--- src/rx_payload_pkg.sv ---
// Constants of the receive payload block
//------------------------------------------------------------
// Summary of operation
// - Enable bit gates every conditioning function
// - Methods per channel or global, fixed priority
// - Test extract direction taps data to detector
// - Unframed extract taps whole stream
// - Framed extract taps only test-selected channels
// - Nonzero global select substitutes every channel
// - Zero global select uses per-channel select
// - Signaling force sets ABCD, T1 robbed formats
// - Invert MSB, even and odd bits separately
// - Test replace direction inserts generator pattern
// - Unframed replace overwrites whole stream
// - Framed replace overwrites test-selected channels
// - A-law milliwatt eight byte table
// - Mu-law milliwatt eight byte table
// - Signaling output has its own priority chain
// - Signaling trunk code, global or per channel
// - Indirect access via address, select, data, busy
//------------------------------------------------------------
`default_nettype none

package rx_payload_pkg;
    // Register byte offsets
    localparam logic [7:0] OFF_CTRL = 8'h00;
    localparam logic [7:0] OFF_TEST = 8'h04;
    localparam logic [7:0] OFF_CFG = 8'h08;
    localparam logic [7:0] OFF_ACC_CTRL = 8'h0c;
    localparam logic [7:0] OFF_ACC_DATA = 8'h10;
    localparam logic [7:0] OFF_ACC_STAT = 8'h14;
    // Control register fields
    localparam int CTRL_EN = 0;
    localparam int CTRL_SIGNALING_FORCE_ENABLE = 1;
    localparam int CTRL_POL = 2;
    localparam int CTRL_E1 = 3;
    localparam int CTRL_ROBBED = 4;
    localparam int CTRL_W = 5;
    // Test register fields
    localparam int TEST_EN = 0;
    localparam int TEST_DIR = 1;
    localparam int TEST_MODE_LO = 2;
    localparam int TEST_W = 4;
    // Configuration register fields
    localparam int CFG_GSTRK = 3;
    localparam int CFG_W = 4;
    // Access control fields
    localparam int ACC_RW = 7;
    // Per-channel control byte and signaling trunk byte fields
    localparam int CH_TEST = 3;
    localparam int CH_MSB_INV = 4;
    localparam int CH_ODD_INV = 5;
    localparam int CH_EVEN_INV = 6;
    localparam int STRK_EN = 4;
    // Indirect regions in address bits 6:5
    localparam logic [1:0] REG_CHCTL = 2'h0;
    localparam logic [1:0] REG_DTRK = 2'h1;
    localparam logic [1:0] REG_STRK = 2'h2;
    // Reset values
    localparam logic [7:0] RST_BYTE = 8'h00;
    localparam logic [2:0] RST_PHASE = 3'h0;
    // Framing modes of the test path
    localparam logic [1:0] PM_UNFRAMED = 2'h0;
    localparam logic [1:0] PM_8BIT = 2'h1;
    localparam logic [1:0] PM_7BIT = 2'h2;
    // Substitution codes
    localparam logic [2:0] SUB_NONE = 3'h0;
    localparam logic [2:0] SUB_TRUNK = 3'h1;
    localparam logic [2:0] SUB_MW_AUTO = 3'h2;
    localparam logic [2:0] SUB_MW_ALAW = 3'h3;
    localparam logic [2:0] SUB_MW_ULAW = 3'h4;
    // Inversion masks, line bit 0 is data bit 7
    localparam logic [7:0] MASK_MSB = 8'h80;
    localparam logic [7:0] MASK_EVEN = 8'haa;
    localparam logic [7:0] MASK_ODD = 8'h55;
    // Milliwatt tables, bit 0 of the pattern in data bit 7
    localparam logic [7:0] MW_ALAW [8] = '{8'h34, 8'h21, 8'h21, 8'h34,
        8'hb4, 8'ha1, 8'ha1, 8'hb4};
    localparam logic [7:0] MW_ULAW [8] = '{8'h1e, 8'h0b, 8'h0b, 8'h1e,
        8'h9e, 8'h8b, 8'h8b, 8'h9e};
    // Bus responses and buffer depth
    localparam logic [1:0] RESP_OKAY = 2'h0;
    localparam logic [1:0] RESP_DECERR = 2'h3;
    localparam int BUF_DEPTH = 2;
endpackage

`default_nettype wire

--- src/byte_stream_if.sv ---
// Valid/ready stream bundle
`timescale 1ns/100ps
`default_nettype none

interface byte_stream_if #(parameter int W = 17);
    logic valid;
    logic ready;
    logic [W-1:0] data;
    modport src (output valid, output data, input ready);
    modport snk (input valid, input data, output ready);
endinterface

`default_nettype wire

--- src/rx_payload_control.sv ---
// Receive payload conditioning block
`timescale 1ns/100ps
`default_nettype none

module rx_payload_control #(
    parameter int NCH = 32
) (
    input wire logic CLK,
    input wire logic SYS_RST,
    input wire logic [7:0] AWADDR,
    input wire logic AWVALID,
    output logic AWREADY,
    input wire logic [31:0] WDATA,
    input wire logic [3:0] WSTRB,
    input wire logic WVALID,
    output logic WREADY,
    output logic [1:0] BRESP,
    output logic BVALID,
    input wire logic BREADY,
    input wire logic [7:0] ARADDR,
    input wire logic ARVALID,
    output logic ARREADY,
    output logic [31:0] RDATA,
    output logic [1:0] RRESP,
    output logic RVALID,
    input wire logic RREADY,
    input wire logic IN_VALID,
    output logic IN_READY,
    input wire logic [7:0] IN_DATA,
    input wire logic [3:0] IN_SIG,
    input wire logic [4:0] IN_CHAN,
    input wire logic IN_SIG_FRAME,
    input wire logic [7:0] PRBS_GEN_DATA,
    output logic PRBS_DET_VALID,
    output logic [7:0] PRBS_DET_DATA,
    output logic OUT_VALID,
    input wire logic OUT_READY,
    output logic [7:0] RX_SERIAL_DATA_OUT,
    output logic [3:0] RX_SIGNALING_OUT,
    output logic [4:0] OUT_CHAN
);
    localparam int SW = 17;

    initial begin
        if (NCH < 1 || NCH > 32) begin
            $error("NCH out of range");
        end
    end

    //------------------------------------------------------------
    // Bus slave state
    //------------------------------------------------------------
    logic aw_hold_q, w_hold_q, awready_q, wready_q;
    logic bvalid_q, arready_q, rvalid_q;
    logic [7:0] aw_addr_q;
    logic [7:0] w_data_q;
    logic w_lane_q;
    logic [1:0] bresp_q, rresp_q;
    logic [31:0] rdata_q;
    logic [rx_payload_pkg::CTRL_W-1:0] ctrl_q;
    logic [rx_payload_pkg::TEST_W-1:0] test_q;
    logic [rx_payload_pkg::CFG_W-1:0] cfg_q;
    logic [7:0] acc_ctrl_q;
    logic [7:0] acc_data_q;
    logic busy_q;

    // Write channels taken apart, committed together
    wire aw_take = AWVALID & awready_q;
    wire w_take = WVALID & wready_q;
    wire wr_fire = aw_hold_q & w_hold_q & ~bvalid_q;
    wire aw_hold_d = (aw_hold_q | aw_take) & ~wr_fire;
    wire w_hold_d = (w_hold_q | w_take) & ~wr_fire;
    wire bvalid_d = wr_fire | (bvalid_q & ~BREADY);
    wire ar_take = ARVALID & arready_q;
    wire rvalid_d = ar_take | (rvalid_q & ~RREADY);

    // Write address decode
    wire wa_ctrl = aw_addr_q == rx_payload_pkg::OFF_CTRL;
    wire wa_test = aw_addr_q == rx_payload_pkg::OFF_TEST;
    wire wa_cfg = aw_addr_q == rx_payload_pkg::OFF_CFG;
    wire wa_acc = aw_addr_q == rx_payload_pkg::OFF_ACC_CTRL;
    wire wa_data = aw_addr_q == rx_payload_pkg::OFF_ACC_DATA;
    wire wa_stat = aw_addr_q == rx_payload_pkg::OFF_ACC_STAT;
    wire wa_hit = wa_ctrl | wa_test | wa_cfg | wa_acc | wa_data | wa_stat;
    wire wr_en = wr_fire & w_lane_q;
    // Access control and data writes while busy are dropped so an access stays whole
    wire acc_go = wr_en & wa_acc & ~busy_q;
    wire data_wr = wr_en & wa_data & ~busy_q;

    // Read decode; unmapped reads give zero and an error
    wire ra_ctrl = ARADDR == rx_payload_pkg::OFF_CTRL;
    wire ra_test = ARADDR == rx_payload_pkg::OFF_TEST;
    wire ra_cfg = ARADDR == rx_payload_pkg::OFF_CFG;
    wire ra_acc = ARADDR == rx_payload_pkg::OFF_ACC_CTRL;
    wire ra_data = ARADDR == rx_payload_pkg::OFF_ACC_DATA;
    wire ra_stat = ARADDR == rx_payload_pkg::OFF_ACC_STAT;
    wire ra_hit = ra_ctrl | ra_test | ra_cfg | ra_acc | ra_data | ra_stat;
    wire [7:0] rd_byte =
        ({8{ra_ctrl}} & {3'h0, ctrl_q}) |
        ({8{ra_test}} & {4'h0, test_q}) |
        ({8{ra_cfg}} & {4'h0, cfg_q}) |
        ({8{ra_acc}} & acc_ctrl_q) |
        ({8{ra_data}} & acc_data_q) |
        ({8{ra_stat}} & {7'h0, busy_q});

    //------------------------------------------------------------
    // Bus handshakes
    //------------------------------------------------------------
    // One write and one read in flight
    always_ff @(posedge CLK or posedge SYS_RST) begin
        if (SYS_RST) begin
            aw_hold_q <= 1'b0;
            w_hold_q <= 1'b0;
            awready_q <= 1'b0;
            wready_q <= 1'b0;
            bvalid_q <= 1'b0;
            arready_q <= 1'b0;
            rvalid_q <= 1'b0;
        end else begin
            aw_hold_q <= aw_hold_d;
            w_hold_q <= w_hold_d;
            awready_q <= ~aw_hold_d;
            wready_q <= ~w_hold_d;
            bvalid_q <= bvalid_d;
            rvalid_q <= rvalid_d;
            arready_q <= ~rvalid_d;
        end
    end

    // Captured payloads and responses
    always_ff @(posedge CLK or posedge SYS_RST) begin
        if (SYS_RST) begin
            aw_addr_q <= 8'h00;
            w_data_q <= 8'h00;
            w_lane_q <= 1'b0;
            bresp_q <= rx_payload_pkg::RESP_OKAY;
            rdata_q <= 32'h0000_0000;
            rresp_q <= rx_payload_pkg::RESP_OKAY;
        end else begin
            if (aw_take) begin
                aw_addr_q <= AWADDR;
            end
            if (w_take) begin
                w_data_q <= WDATA[7:0];
                w_lane_q <= WSTRB[0];
            end
            if (wr_fire) begin
                bresp_q <= wa_hit ? rx_payload_pkg::RESP_OKAY :
                    rx_payload_pkg::RESP_DECERR;
            end
            if (ar_take) begin
                rdata_q <= {24'h000000, rd_byte};
                rresp_q <= ra_hit ? rx_payload_pkg::RESP_OKAY :
                    rx_payload_pkg::RESP_DECERR;
            end
        end
    end

    //------------------------------------------------------------
    // Direct registers and indirect access
    //------------------------------------------------------------
    wire [7:0] tbl_rdata;
    wire tbl_we = busy_q & ~acc_ctrl_q[rx_payload_pkg::ACC_RW];

    // Busy lasts one cycle; a read result beats a data write
    always_ff @(posedge CLK or posedge SYS_RST) begin
        if (SYS_RST) begin
            ctrl_q <= '0;
            test_q <= '0;
            cfg_q <= '0;
            acc_ctrl_q <= rx_payload_pkg::RST_BYTE;
            acc_data_q <= rx_payload_pkg::RST_BYTE;
            busy_q <= 1'b0;
        end else begin
            if (wr_en & wa_ctrl) begin
                ctrl_q <= w_data_q[rx_payload_pkg::CTRL_W-1:0];
            end
            if (wr_en & wa_test) begin
                test_q <= w_data_q[rx_payload_pkg::TEST_W-1:0];
            end
            if (wr_en & wa_cfg) begin
                cfg_q <= w_data_q[rx_payload_pkg::CFG_W-1:0];
            end
            if (acc_go) begin
                acc_ctrl_q <= w_data_q;
            end
            busy_q <= acc_go;
            if (busy_q & acc_ctrl_q[rx_payload_pkg::ACC_RW]) begin
                acc_data_q <= tbl_rdata;
            end else if (data_wr) begin
                acc_data_q <= w_data_q;
            end
        end
    end

    wire [7:0] ch_ctl, ch_dtrk, ch_strk;

    chan_cfg_table #(.NCH(NCH)) u_table (
        .CLK(CLK),
        .SYS_RST(SYS_RST),
        .sw_we(tbl_we),
        .sw_addr(acc_ctrl_q[6:0]),
        .sw_wdata(acc_data_q),
        .sw_rdata(tbl_rdata),
        .lk_chan(IN_CHAN),
        .lk_ctl(ch_ctl),
        .lk_dtrk(ch_dtrk),
        .lk_strk(ch_strk)
    );

    //------------------------------------------------------------
    // Payload conditioning chain
    //------------------------------------------------------------
    logic [2:0] mw_phase [NCH];
    wire [2:0] phase = (6'(IN_CHAN) < 6'(NCH)) ? mw_phase[IN_CHAN] : 3'h0;

    // Control decode
    wire en = ctrl_q[rx_payload_pkg::CTRL_EN];
    wire e1 = ctrl_q[rx_payload_pkg::CTRL_E1];
    wire [1:0] pmode = test_q[rx_payload_pkg::TEST_MODE_LO +: 2];
    wire unframed = pmode == rx_payload_pkg::PM_UNFRAMED;
    wire framed = (pmode == rx_payload_pkg::PM_8BIT) |
        (pmode == rx_payload_pkg::PM_7BIT);
    wire ch_test = ch_ctl[rx_payload_pkg::CH_TEST];
    wire prbs_sel = en & test_q[rx_payload_pkg::TEST_EN] &
        (unframed | (framed & ch_test));
    wire prbs_dir = test_q[rx_payload_pkg::TEST_DIR];
    wire tap = prbs_sel & ~prbs_dir;
    wire replace = prbs_sel & prbs_dir;

    // Substitution select: global wins when nonzero
    wire [2:0] gsub = cfg_q[2:0];
    wire [2:0] sub_sel = (gsub != rx_payload_pkg::SUB_NONE) ? gsub :
        ch_ctl[2:0];
    wire use_alaw = (sub_sel == rx_payload_pkg::SUB_MW_ALAW) |
        ((sub_sel == rx_payload_pkg::SUB_MW_AUTO) & e1);
    wire use_ulaw = (sub_sel == rx_payload_pkg::SUB_MW_ULAW) |
        ((sub_sel == rx_payload_pkg::SUB_MW_AUTO) & ~e1);
    wire use_mw = en & (use_alaw | use_ulaw);
    wire use_trk = en & (sub_sel == rx_payload_pkg::SUB_TRUNK);
    wire [7:0] d_sub = use_trk ? ch_dtrk :
        use_mw ? (use_alaw ? rx_payload_pkg::MW_ALAW[phase] :
        rx_payload_pkg::MW_ULAW[phase]) : IN_DATA;

    // Robbed-bit force only in T1 robbed formats
    wire fix_on = en & ctrl_q[rx_payload_pkg::CTRL_SIGNALING_FORCE_ENABLE] & ~e1 &
        ctrl_q[rx_payload_pkg::CTRL_ROBBED];
    wire signaling_force_value = ctrl_q[rx_payload_pkg::CTRL_POL];
    wire [7:0] d_fix = (fix_on & IN_SIG_FRAME) ?
        {d_sub[7:1], signaling_force_value} : d_sub;

    // Inversion masks per channel
    wire [7:0] inv_mask =
        ({8{ch_ctl[rx_payload_pkg::CH_MSB_INV]}} & rx_payload_pkg::MASK_MSB) |
        ({8{ch_ctl[rx_payload_pkg::CH_EVEN_INV]}} & rx_payload_pkg::MASK_EVEN) |
        ({8{ch_ctl[rx_payload_pkg::CH_ODD_INV]}} & rx_payload_pkg::MASK_ODD);
    wire [7:0] d_inv = d_fix ^ ({8{en}} & inv_mask);

    // Pattern insertion; 7-bit mode spares the robbed bit
    wire keep_lsb = pmode == rx_payload_pkg::PM_7BIT;
    wire [7:0] d_out = ~replace ? d_inv : keep_lsb ?
        {PRBS_GEN_DATA[7:1], d_inv[0]} : PRBS_GEN_DATA;

    // Signaling: trunk code, then force value
    wire strk_on = en & (cfg_q[rx_payload_pkg::CFG_GSTRK] |
        ch_strk[rx_payload_pkg::STRK_EN]);
    wire [3:0] s_trk = strk_on ? ch_strk[3:0] : IN_SIG;
    wire [3:0] s_out = fix_on ? {4{signaling_force_value}} : s_trk;

    //------------------------------------------------------------
    // Stream handshake and buffer
    //------------------------------------------------------------
    byte_stream_if #(.W(SW)) buf_in ();
    byte_stream_if #(.W(SW)) buf_out ();

    assign buf_in.valid = IN_VALID;
    assign buf_in.data = {IN_CHAN, s_out, d_out};
    assign buf_out.ready = OUT_READY;
    wire hs = IN_VALID & buf_in.ready;

    two_entry_buffer #(.W(SW)) u_buf (
        .CLK(CLK),
        .SYS_RST(SYS_RST),
        .in_s(buf_in),
        .out_s(buf_out)
    );

    // Milliwatt phase per channel, wraps after byte eight
    genvar gi;
    generate
        for (gi = 0; gi < NCH; gi++) begin : g_phase
            always_ff @(posedge CLK or posedge SYS_RST) begin
                if (SYS_RST) begin
                    mw_phase[gi] <= rx_payload_pkg::RST_PHASE;
                end else if (hs & use_mw & (IN_CHAN == 5'(gi))) begin
                    mw_phase[gi] <= mw_phase[gi] + 3'h1;
                end
            end
        end
    endgenerate

    // Tap sees the raw byte, one pulse per taken byte
    always_ff @(posedge CLK or posedge SYS_RST) begin
        if (SYS_RST) begin
            PRBS_DET_VALID <= 1'b0;
            PRBS_DET_DATA <= rx_payload_pkg::RST_BYTE;
        end else begin
            PRBS_DET_VALID <= hs & tap;
            if (hs & tap) begin
                PRBS_DET_DATA <= IN_DATA;
            end
        end
    end

    //------------------------------------------------------------
    // Output wiring from flops
    //------------------------------------------------------------
    assign AWREADY = awready_q;
    assign WREADY = wready_q;
    assign BVALID = bvalid_q;
    assign BRESP = bresp_q;
    assign ARREADY = arready_q;
    assign RVALID = rvalid_q;
    assign RDATA = rdata_q;
    assign RRESP = rresp_q;
    assign IN_READY = buf_in.ready;
    assign OUT_VALID = buf_out.valid;
    assign RX_SERIAL_DATA_OUT = buf_out.data[7:0];
    assign RX_SIGNALING_OUT = buf_out.data[11:8];
    assign OUT_CHAN = buf_out.data[16:12];
endmodule

// Per-channel indirect configuration tables
module chan_cfg_table #(
    parameter int NCH = 32
) (
    input wire logic CLK,
    input wire logic SYS_RST,
    input wire logic sw_we,
    input wire logic [6:0] sw_addr,
    input wire logic [7:0] sw_wdata,
    output logic [7:0] sw_rdata,
    input wire logic [4:0] lk_chan,
    output logic [7:0] lk_ctl,
    output logic [7:0] lk_dtrk,
    output logic [7:0] lk_strk
);
    logic [7:0] ctl_mem [NCH];
    logic [7:0] dtrk_mem [NCH];
    logic [7:0] strk_mem [NCH];

    // Region and channel decode; out-of-range reads as zero
    wire [1:0] region = sw_addr[6:5];
    wire [4:0] sw_ch = sw_addr[4:0];
    wire sw_ok = 6'(sw_ch) < 6'(NCH);
    wire lk_ok = 6'(lk_chan) < 6'(NCH);
    assign sw_rdata = ~sw_ok ? 8'h00 :
        (region == rx_payload_pkg::REG_CHCTL) ? ctl_mem[sw_ch] :
        (region == rx_payload_pkg::REG_DTRK) ? dtrk_mem[sw_ch] :
        (region == rx_payload_pkg::REG_STRK) ? strk_mem[sw_ch] : 8'h00;
    assign lk_ctl = lk_ok ? ctl_mem[lk_chan] : 8'h00;
    assign lk_dtrk = lk_ok ? dtrk_mem[lk_chan] : 8'h00;
    assign lk_strk = lk_ok ? strk_mem[lk_chan] : 8'h00;

    // One entry per channel, all cleared at reset
    genvar gi;
    generate
        for (gi = 0; gi < NCH; gi++) begin : g_ent
            wire hit = sw_we & (sw_ch == 5'(gi));
            always_ff @(posedge CLK or posedge SYS_RST) begin
                if (SYS_RST) begin
                    ctl_mem[gi] <= rx_payload_pkg::RST_BYTE;
                    dtrk_mem[gi] <= rx_payload_pkg::RST_BYTE;
                    strk_mem[gi] <= rx_payload_pkg::RST_BYTE;
                end else if (hit) begin
                    if (region == rx_payload_pkg::REG_CHCTL) begin
                        ctl_mem[gi] <= sw_wdata;
                    end
                    if (region == rx_payload_pkg::REG_DTRK) begin
                        dtrk_mem[gi] <= sw_wdata;
                    end
                    if (region == rx_payload_pkg::REG_STRK) begin
                        strk_mem[gi] <= sw_wdata;
                    end
                end
            end
        end
    endgenerate
endmodule

`default_nettype wire

--- src/two_entry_buffer.sv ---
// Two-entry skid buffer with registered ready and outputs
`timescale 1ns/100ps
`default_nettype none

module two_entry_buffer #(
    parameter int W = 17
) (
    input wire logic CLK,
    input wire logic SYS_RST,
    byte_stream_if.snk in_s,
    byte_stream_if.src out_s
);
    initial begin
        if (W < 1 || rx_payload_pkg::BUF_DEPTH != 2) begin
            $error("unsupported width or depth");
        end
    end

    logic out_v_q, skid_v_q, rdy_q;
    logic [W-1:0] out_d_q, skid_d_q;
    wire push = in_s.valid & rdy_q;
    wire pop = out_v_q & out_s.ready;
    wire load = ~out_v_q | pop;
    wire skid_v_d = load ? 1'b0 : (skid_v_q | push);

    //------------------------------------------------------------
    // Storage
    //------------------------------------------------------------
    // Ready is a flop: no combinational path upstream
    always_ff @(posedge CLK or posedge SYS_RST) begin
        if (SYS_RST) begin
            out_v_q <= 1'b0;
            skid_v_q <= 1'b0;
            rdy_q <= 1'b0;
            out_d_q <= '0;
            skid_d_q <= '0;
        end else begin
            skid_v_q <= skid_v_d;
            rdy_q <= ~skid_v_d;
            if (load) begin
                out_v_q <= skid_v_q | push;
                out_d_q <= skid_v_q ? skid_d_q : in_s.data;
            end else if (push) begin
                skid_d_q <= in_s.data;
            end
        end
    end

    assign in_s.ready = rdy_q;
    assign out_s.valid = out_v_q;
    assign out_s.data = out_d_q;
endmodule

`default_nettype wire

--- config.mk ---
export PLATFORM = sky130hd
export DESIGN_NAME = rx_payload_control
export DESIGN_NICKNAME = d
export VERILOG_FILES = /design/src/rx_payload_pkg.sv /design/src/byte_stream_if.sv /design/src/rx_payload_control.sv /design/src/two_entry_buffer.sv
export SDC_FILE = /design/constraint.sdc
export NUM_CORES = 2
export LEC_CHECK = 0
export BUFFER_PORTS_ARGS = -buffer_cell sky130_fd_sc_hd__clkbuf_2
export CORE_UTILIZATION = 45
export DETAILED_ROUTE_END_ITERATION = 16
export GPL_ROUTABILITY_DRIVEN = 0
export PLACE_DENSITY = 0.62
export SYNTH_ARGS = -nofsm -noshare
export SYNTH_HDL_FRONTEND = slang
export SYNTH_SLANG_ARGS = --single-unit
--- constraint.sdc ---
create_clock -name CLK -period 92.4 [get_ports CLK]
set_clock_uncertainty 0.05 [all_clocks]
set_input_delay 13.86 -clock CLK [delete_from_list [all_inputs] [get_ports CLK]]
set_output_delay 13.86 -clock CLK [all_outputs]
set_load 0.03 [all_outputs]
## Yosys cells after proc, flatten, opt, wreduce, memory -nomap -nowiden

Memory sizes are Yosys's and may differ from the RTL's.
Cells that the tools add are included.

- Latch bits: 0
- Memories: 2
- Memory bits (writable): 0
- Bits in read-only memories: 128
- Bits in registers: 976
- Input bits: 87
- Output and inout bits: 69

Memory list:

| memory | depth | width | rd ports | clocked after Yosys merged registers in | wr ports | RTL line | RTL |
|---|---|---|---|---|---|---|---|
| (name not given) | 8 | 8 | 1 | 0 | 0 | rx_payload_control.sv:243 | `rx_payload_pkg::MW_ULAW[phase]) : IN_DATA;` |
| (name not given) | 8 | 8 | 1 | 0 | 0 | rx_payload_control.sv:242 | `use_mw ? (use_alaw ? rx_payload_pkg::MW_ALAW[phase] :` |

- Mux-type cells: 43
- Shifts and indexed selects: 0
- Multipliers: 0
- Divide/modulo/power cells: 0
- Add/subtract/negate cells: 32
- Eq/ne operators: 80
- Order comparisons: 3
- Reductions and logical operators: 105
- Bitwise gates (word level): 155

Operator list:

| operator | number |
|---|---|
| $bmux 8 s5 | 6 |
| $reduce_and 2->1 | 97 |
| $mux 8 | 21 |
| $eq 5x5->1 const B | 32 |
| $and 1x1->1 | 101 |
| $add 3x1->3 const B | 32 |
| $eq 5x4->1 const B | 16 |
| $or 8x8->8 | 6 |
| $eq 5x3->1 const B | 8 |
| $eq 8x4->1 const B | 4 |
| $eq 8x5->1 const B | 4 |
| $and 8x8->8 | 3 |
| $or 1x1->1 | 22 |
| $eq 5x2->1 const B | 4 |
| $mux 17 | 1 |
| $and 8x4->8 | 2 |
| $eq 8x3->1 const B | 2 |
| $logic_not 8->1 | 2 |
| $bmux 3 s5 | 1 |
| $mux 7 | 2 |
| $not 1->1 | 14 |
| $ge 6x6->1 const B | 2 |
| $not 5->6 | 2 |
| $eq 5x1->1 const B | 2 |
| other kinds (20) | 32 |

## Longest topological paths before layout

- Depth in word-level cells: 17
- Gate-level depth with buffers: 15
- Depth with buffers taken out: 9

## By module

A second synthesis with hierarchy kept.

- Cell total of the unflattened synthesis: 3,610
- Area, all modules: 51,947.3 sq um

By module, submodules not included:

| module | cells an instance | area an instance (sq um) | seq. area each (sq um) | instances |
|---|---|---|---|---|
| chan_cfg_table | 2,755 | 41,439.7 | 19,218.4 | 1 |
| rx_payload_control | 755 | 8,838.5 | 4,229.1 | 1 |
| two_entry_buffer | 100 | 1,669.1 | 925.9 | 1 |

## Worst setup path after synthesis

Ideal clock, no wire load.

- Path kind: input port to flip-flop
- Start: in IN_CHAN[0]
- End: reg u_buf.skid_d_q[8]
- Cell stages on the path: 13
- Data required time: 92.225 ns
- Setup time: 0.125 ns
- Data arrival time: 16.720 ns
- Setup slack: 75.505 ns
- Cells stage by stage: buf_6 > buf_6 > buf_4 > buf_4 > buf_2 > buf_2 > mux4_2 > mux4_2 > mux2i_1 > nor2_1 > a21oi_1 > o21ai_0 > mux2_2

- Longest elaborated chain between the ends: 8

Ends and longest elaborated chain:

| item | RTL line | RTL |
|---|---|---|
| from (decl) | rx_payload_control.sv:31 | `input wire logic [4:0] IN_CHAN,` |
| $not 5->6 (implied by the code) * | rx_payload_control.sv:363 | `assign lk_strk = lk_ok ? strk_mem[lk_chan] : 8'h00;` |
| $bmux 8 s5 * | rx_payload_control.sv:363 |  |
| $mux 5 (implied by the code) * (2 in series) | rx_payload_control.sv:363 |  |
| $or 1x1->1 | rx_payload_control.sv:265 | `wire strk_on = en & (cfg_q[rx_payload_pkg::CFG_GSTRK] \|` |
| $and 1x1->1 | rx_payload_control.sv:265 |  |
| $mux 4 * | rx_payload_control.sv:267 | `wire [3:0] s_trk = strk_on ? ch_strk[3:0] : IN_SIG;` |
| $mux 4 * | rx_payload_control.sv:268 | `wire [3:0] s_out = fix_on ? {4{signaling_force_value}} : s_trk;` |
| to (signal assigned) | two_entry_buffer.sv:44 | `skid_d_q <= in_s.data;` |
| to (decl) | two_entry_buffer.sv:20 | `logic [W-1:0] out_d_q, skid_d_q;` |

Every way passes the cells marked *; elsewhere a longest branch is shown, timed or not. The select of a mux whose other input is x is not followed.
A chain may end at the register's enable or synchronous reset.

## Worst setup path in the final report

- Start: in IN_CHAN[1]
- End: reg mw_phase[67] (netlist name)

- Longest elaborated chain between the ends: 12
- Elaborated cells between the ends (all ways): 17
- Those cells by class: eq/ne (4); mux (4); bitwise (9)

Ends and longest elaborated chain:

| item | RTL line | RTL |
|---|---|---|
| $not 5->6 (implied by the code) | rx_payload_control.sv:361 | `assign lk_ctl = lk_ok ? ctl_mem[lk_chan] : 8'h00;` |
| $bmux 8 s5 | rx_payload_control.sv:361 |  |
| $mux 7 (implied by the code) (2 in series) | rx_payload_control.sv:361 |  |
| $mux 3 | rx_payload_control.sv:233 | `wire [2:0] sub_sel = (gsub != rx_payload_pkg::SUB_NONE) ? gsub :` |
| $eq 3x2->1 | rx_payload_control.sv:236, rx_payload_control.sv:238 |  |
| $and 1x1->1 (on tied branches) | rx_payload_control.sv:236, rx_payload_control.sv:238 |  |
| $or 1x1->1 (on tied branches) | rx_payload_control.sv:235, rx_payload_control.sv:237 |  |
| $or 1x1->1 | rx_payload_control.sv:239 | `wire use_mw = en & (use_alaw \| use_ulaw);` |
| $and 1x1->1 | rx_payload_control.sv:239 |  |
| $and 1x1->1 | rx_payload_control.sv:295 | `end else if (hs & use_mw & (IN_CHAN == 5'(gi))) begin` |
| $and 1x1->1 * | rx_payload_control.sv:295 |  |
| to (signal, indexed assignment) | rx_payload_control.sv:294 | `mw_phase[gi] <= rx_payload_pkg::RST_PHASE;` |
| to (signal, indexed assignment) | rx_payload_control.sv:296 | `mw_phase[gi] <= mw_phase[gi] + 3'h1;` |
| to (decl) | rx_payload_control.sv:214 | `logic [2:0] mw_phase [NCH];` |

Marks and branches as above.

==> flow_summary.ini <==
[global_routing]
top_usage_layer = met2
gr-usage-met2 = 0.4050
grt_start_max_net_pins = 191
grt_pass1_wl_mm = 211.5
gr-usage-all-layers = 0.2494
grt.met1_usage = 0.3399
gr-total-overflow = 0
grt_use_met3 = 0.04193
grt_pass1_vias = 32489
grt_antenna_before_repair = 2

[timing]
setup_tns_ns = 0
finalSetupViolCount = 0
timing.fmax_mhz = 51.77
slew_headroom = 0.08369
rsz0062_at_grt = no
maxSlewViolCount = 0
post-route-period-util = 0.2090
hold_viol = 0
worst_slew_pin_slew_ns = 1.369
min_period_ns = 19.32

[critical_path]
cp.required_ns = 92.92
path_class = in2reg
r2r_slack_ns = 86.38
r2r_end = acc_data_q[7]
cp_num_buf_inv = 3
arrival_ns = 19.84
crit_chain = buf_8 -> buf_4 -> buf_4 -> mux4_2 -> nand2b_1 -> a211oi_1 -> o32ai_2 -> mux2i_4 -> nand4_1 -> nor2_2 -> nand2_1 -> mux2_2
rr_worst_depth = 9
cp-start-kind = primary input
cp_num_cells = 12
end_kind = register
crit_start = IN_CHAN[1]
path_max_fanout = 71
rr_startpoint = acc_ctrl_q[0]
critPathTopFamily = buffers and inverters
critical_path.slowest_cell = a211oi_1
crit_end = mw_phase[67]
cp_common_cell = buf_4
critPathMaxStageDelay_ns = 1.01

[yosys]
yosysSeqAreaShare = 0.4827
syn_area_um2 = 50490
syn_inst = 3339
synth_edf_count = 0
avgSynthCellArea_um2 = 15.12
ys_ff_latch = 974
ys_warn_count = 0
yosys_most_used_dff = dfrtp_1
ys_async_sr_fraction = 1.000
synth_cell_types = 81

[job]
max_cap_violations = 0

[placement]
dp_cells = 4720
post-dp-hpwl_mm = 91.04
io_buffers = 104

[clocking]
clock_sinks = 974
clock_latency_ns = 0.69
clockBufferDepth = 3
cts_tree = built
cts.repair.resized = 0
cts_buffers = 105
postCtsSetupRepairBufs = 0
htree_num_levels = 3
cts.clk_slew.worst_paths_ns = 0.06
cts_root_buffer = clkbuf_16
cts-hold-fix-buffers = 0

[finish]
layout-drive-gt1-share = 0.4928
n_antenna_cell = 0
fillers = 9237
num-nets-final = 3460
stdcell_count = 4913
area_growth_pct = 10.19

[die]
row_count = 122
die_h_um = 337.0
die_w_um = 337.0
die_area_um2 = 113600
coreArea_um2 = 111000
num_io_pins = 156
initial_core_util = 0.4550

[hold_path]
min_path_type = reg2reg
hold_depth = 1

[routing]
vias_per_cell = 6.213
dr.pass1.iters = 7
route.detailed.drc = 0
avgRoutedWirePerCell_um = 28.08
drtIter0Drc = 2468
routed_wl_mm = 137.9
ant_nets = 0
vias = 30523

[pwr]
combPwrFrac = 0.097
peakVddDrop_mv = 0.01489
power.share.clock = 0.436
p_int_mw = 0.7189
power_frac_seq = 0.467
power_switching_mw = 0.2550
p_per_area_nw_per_um2 = 17.51
power.leakage_nw = 25.19
sw_frac_of_total = 0.2619

[outcome]
status = finished, final reports clean
## placed cells by master, fill, tap and decap left out, drive strengths merged, types with 3 or more instances in the layout
cell type  instances
dfrtp            974
mux2             866
mux4             457
clkbuf           263
nand2            165
nor2             114
xnor2             54
mux2i             51
buf               51
o21ai             48
nand3             36
ha                34
a21oi             31
conb              24
inv               23
clkinv            20
nor3              17
nand2b            15
xor2              13
and2              13
nor2b             12
a221oi            12
nand3b            11
and3               9
a22oi              9
nand4              8
o31ai              7
or3                6
bufinv             6
nor3b              5
or2                5
o221ai             5
o22ai              5
a31oi              5
o211ai             4
nor4               4
a311oi             3
nand4b             3
o311ai             3
## how the worst min path moves through the flow
stage | startpoint | endpoint | slack (ns)
floorplan | mw_phase[17] | mw_phase[17] | 0.39
global placement | u_buf.skid_d_q[6] | u_buf.skid_d_q[6] | 0.41
detailed placement | mw_phase[74] | mw_phase[74] | 0.41
CTS | mw_phase[74] | mw_phase[74] | 0.42
global route | mw_phase[65] | mw_phase[65] | 0.43
finish | mw_phase[74] | mw_phase[74] | 0.42
## synth_stat cells (7+ instances only)
library cell | number | share of area
xor2_1 | 13 | 0.0023
mux2_2 | 862 | 0.19
mux2i_1 | 50 | 0.0099
inv_1 | 17 | 0.0013
buf_4 | 36 | 0.0054
xnor2_1 | 54 | 0.0094
nor3_2 | 7 | 0.0014
a221oi_1 | 10 | 0.0017
and2_1 | 12 | 0.0015
dfrtp_1 | 974 | 0.48
buf_1 | 48 | 0.0036
nor2b_1 | 12 | 0.0015
nand2b_1 | 15 | 0.0019
clkbuf_1 | 149 | 0.011
o21ai_0 | 46 | 0.0046
mux4_2 | 457 | 0.20
nand3b_1 | 11 | 0.0016
a22oi_1 | 9 | 0.0013
ha_1 | 34 | 0.0084
a21oi_1 | 31 | 0.0031
buf_6 | 7 | 0.0016
nand3_1 | 36 | 0.0036
nand2_1 | 165 | 0.012
nor2_1 | 111 | 0.0083
and3_1 | 9 | 0.0011
buf_2 | 42 | 0.0042
nor3_1 | 10 | 0.00099
nand4_1 | 7 | 0.00087
## cells by family after synthesis
kind of cell,share of synthesized area
adder cells (fa/ha/maj),0.008425
multiplexers,0.4074
flip-flops,0.4827
AO/OA/AOI/OAI,0.02163
buffers and inverters,0.02713
other,0.00007427
XOR/XNOR,0.01162
AND/OR/NAND/NOR,0.04101
## layout make-up
type / count / area [um2] / area share
Multi-Input combinational cell: 2087 / 24850 / 0.4466
Sequential cell: 974 / 24400 / 0.4385
Clock buffer: 162 / 3142 / 0.05646
Tap cell: 1488 / 1862 / 0.03346
Timing Repair Buffer: 152 / 965.9 / 0.01736
Clock inverter: 31 / 349.1 / 0.006274
Inverter: 19 / 78.83 / 0.001417
## metal layers
layer,part of all wire,up-vias,wire (um)
met3,0.054,227,7432
met5,0.000087,-,12
met2,0.49,925,67830
li1,-,12695,-
met1,0.42,16674,57710
met4,0.036,2,4951
## metrics by stage
| step | util | power [mW] | hold WS, ns | area [um2] | setup WS [ns] |
|---|---|---|---|---|---|
| final | 0.5014 | 0.9740 | 0.4205 | 55640 | 73.08 |
| after global routing | 0.5014 | 1.010 | 0.4328 | 55640 | 73.06 |
| after CTS | 0.5014 | 0.9841 | 0.4207 | 55640 | 73.20 |
| after detailed placement | 0.4699 | 0.5581 | 0.4079 | 52150 | 72.48 |
| after global placement | 0.4699 | 0.5553 | 0.4061 | 52150 | 72.48 |
| after floorplan | - | 0.5280 | 0.3897 | 50580 | 51.09 |
## power by group through the flow
stage	Combinational [mW]	Clock (mW)	Sequential (mW)
floorplan	0.0689	0	0.459
global placement	0.0939	0	0.461
detailed placement	0.0961	0	0.462
CTS	0.0962	0.433	0.454
global route	0.103	0.450	0.456
finish	0.0949	0.425	0.454
## state kept, by name, indices dropped and copies added, names as in the netlist, 8 cells and up
name and count:
PRBS_DET_DATA 8, RDATA 8, acc_ctrl_q 8, acc_data_q 8, aw_addr_q 8, mw_phase 96
u_buf.out_s.data 17, u_buf.skid_d_q 17, u_table.ctl_mem 256, u_table.dtrk_mem 256, u_table.strk_mem 256, w_data_q 8
No activity file was read; power rests on OpenSTA's default activity.
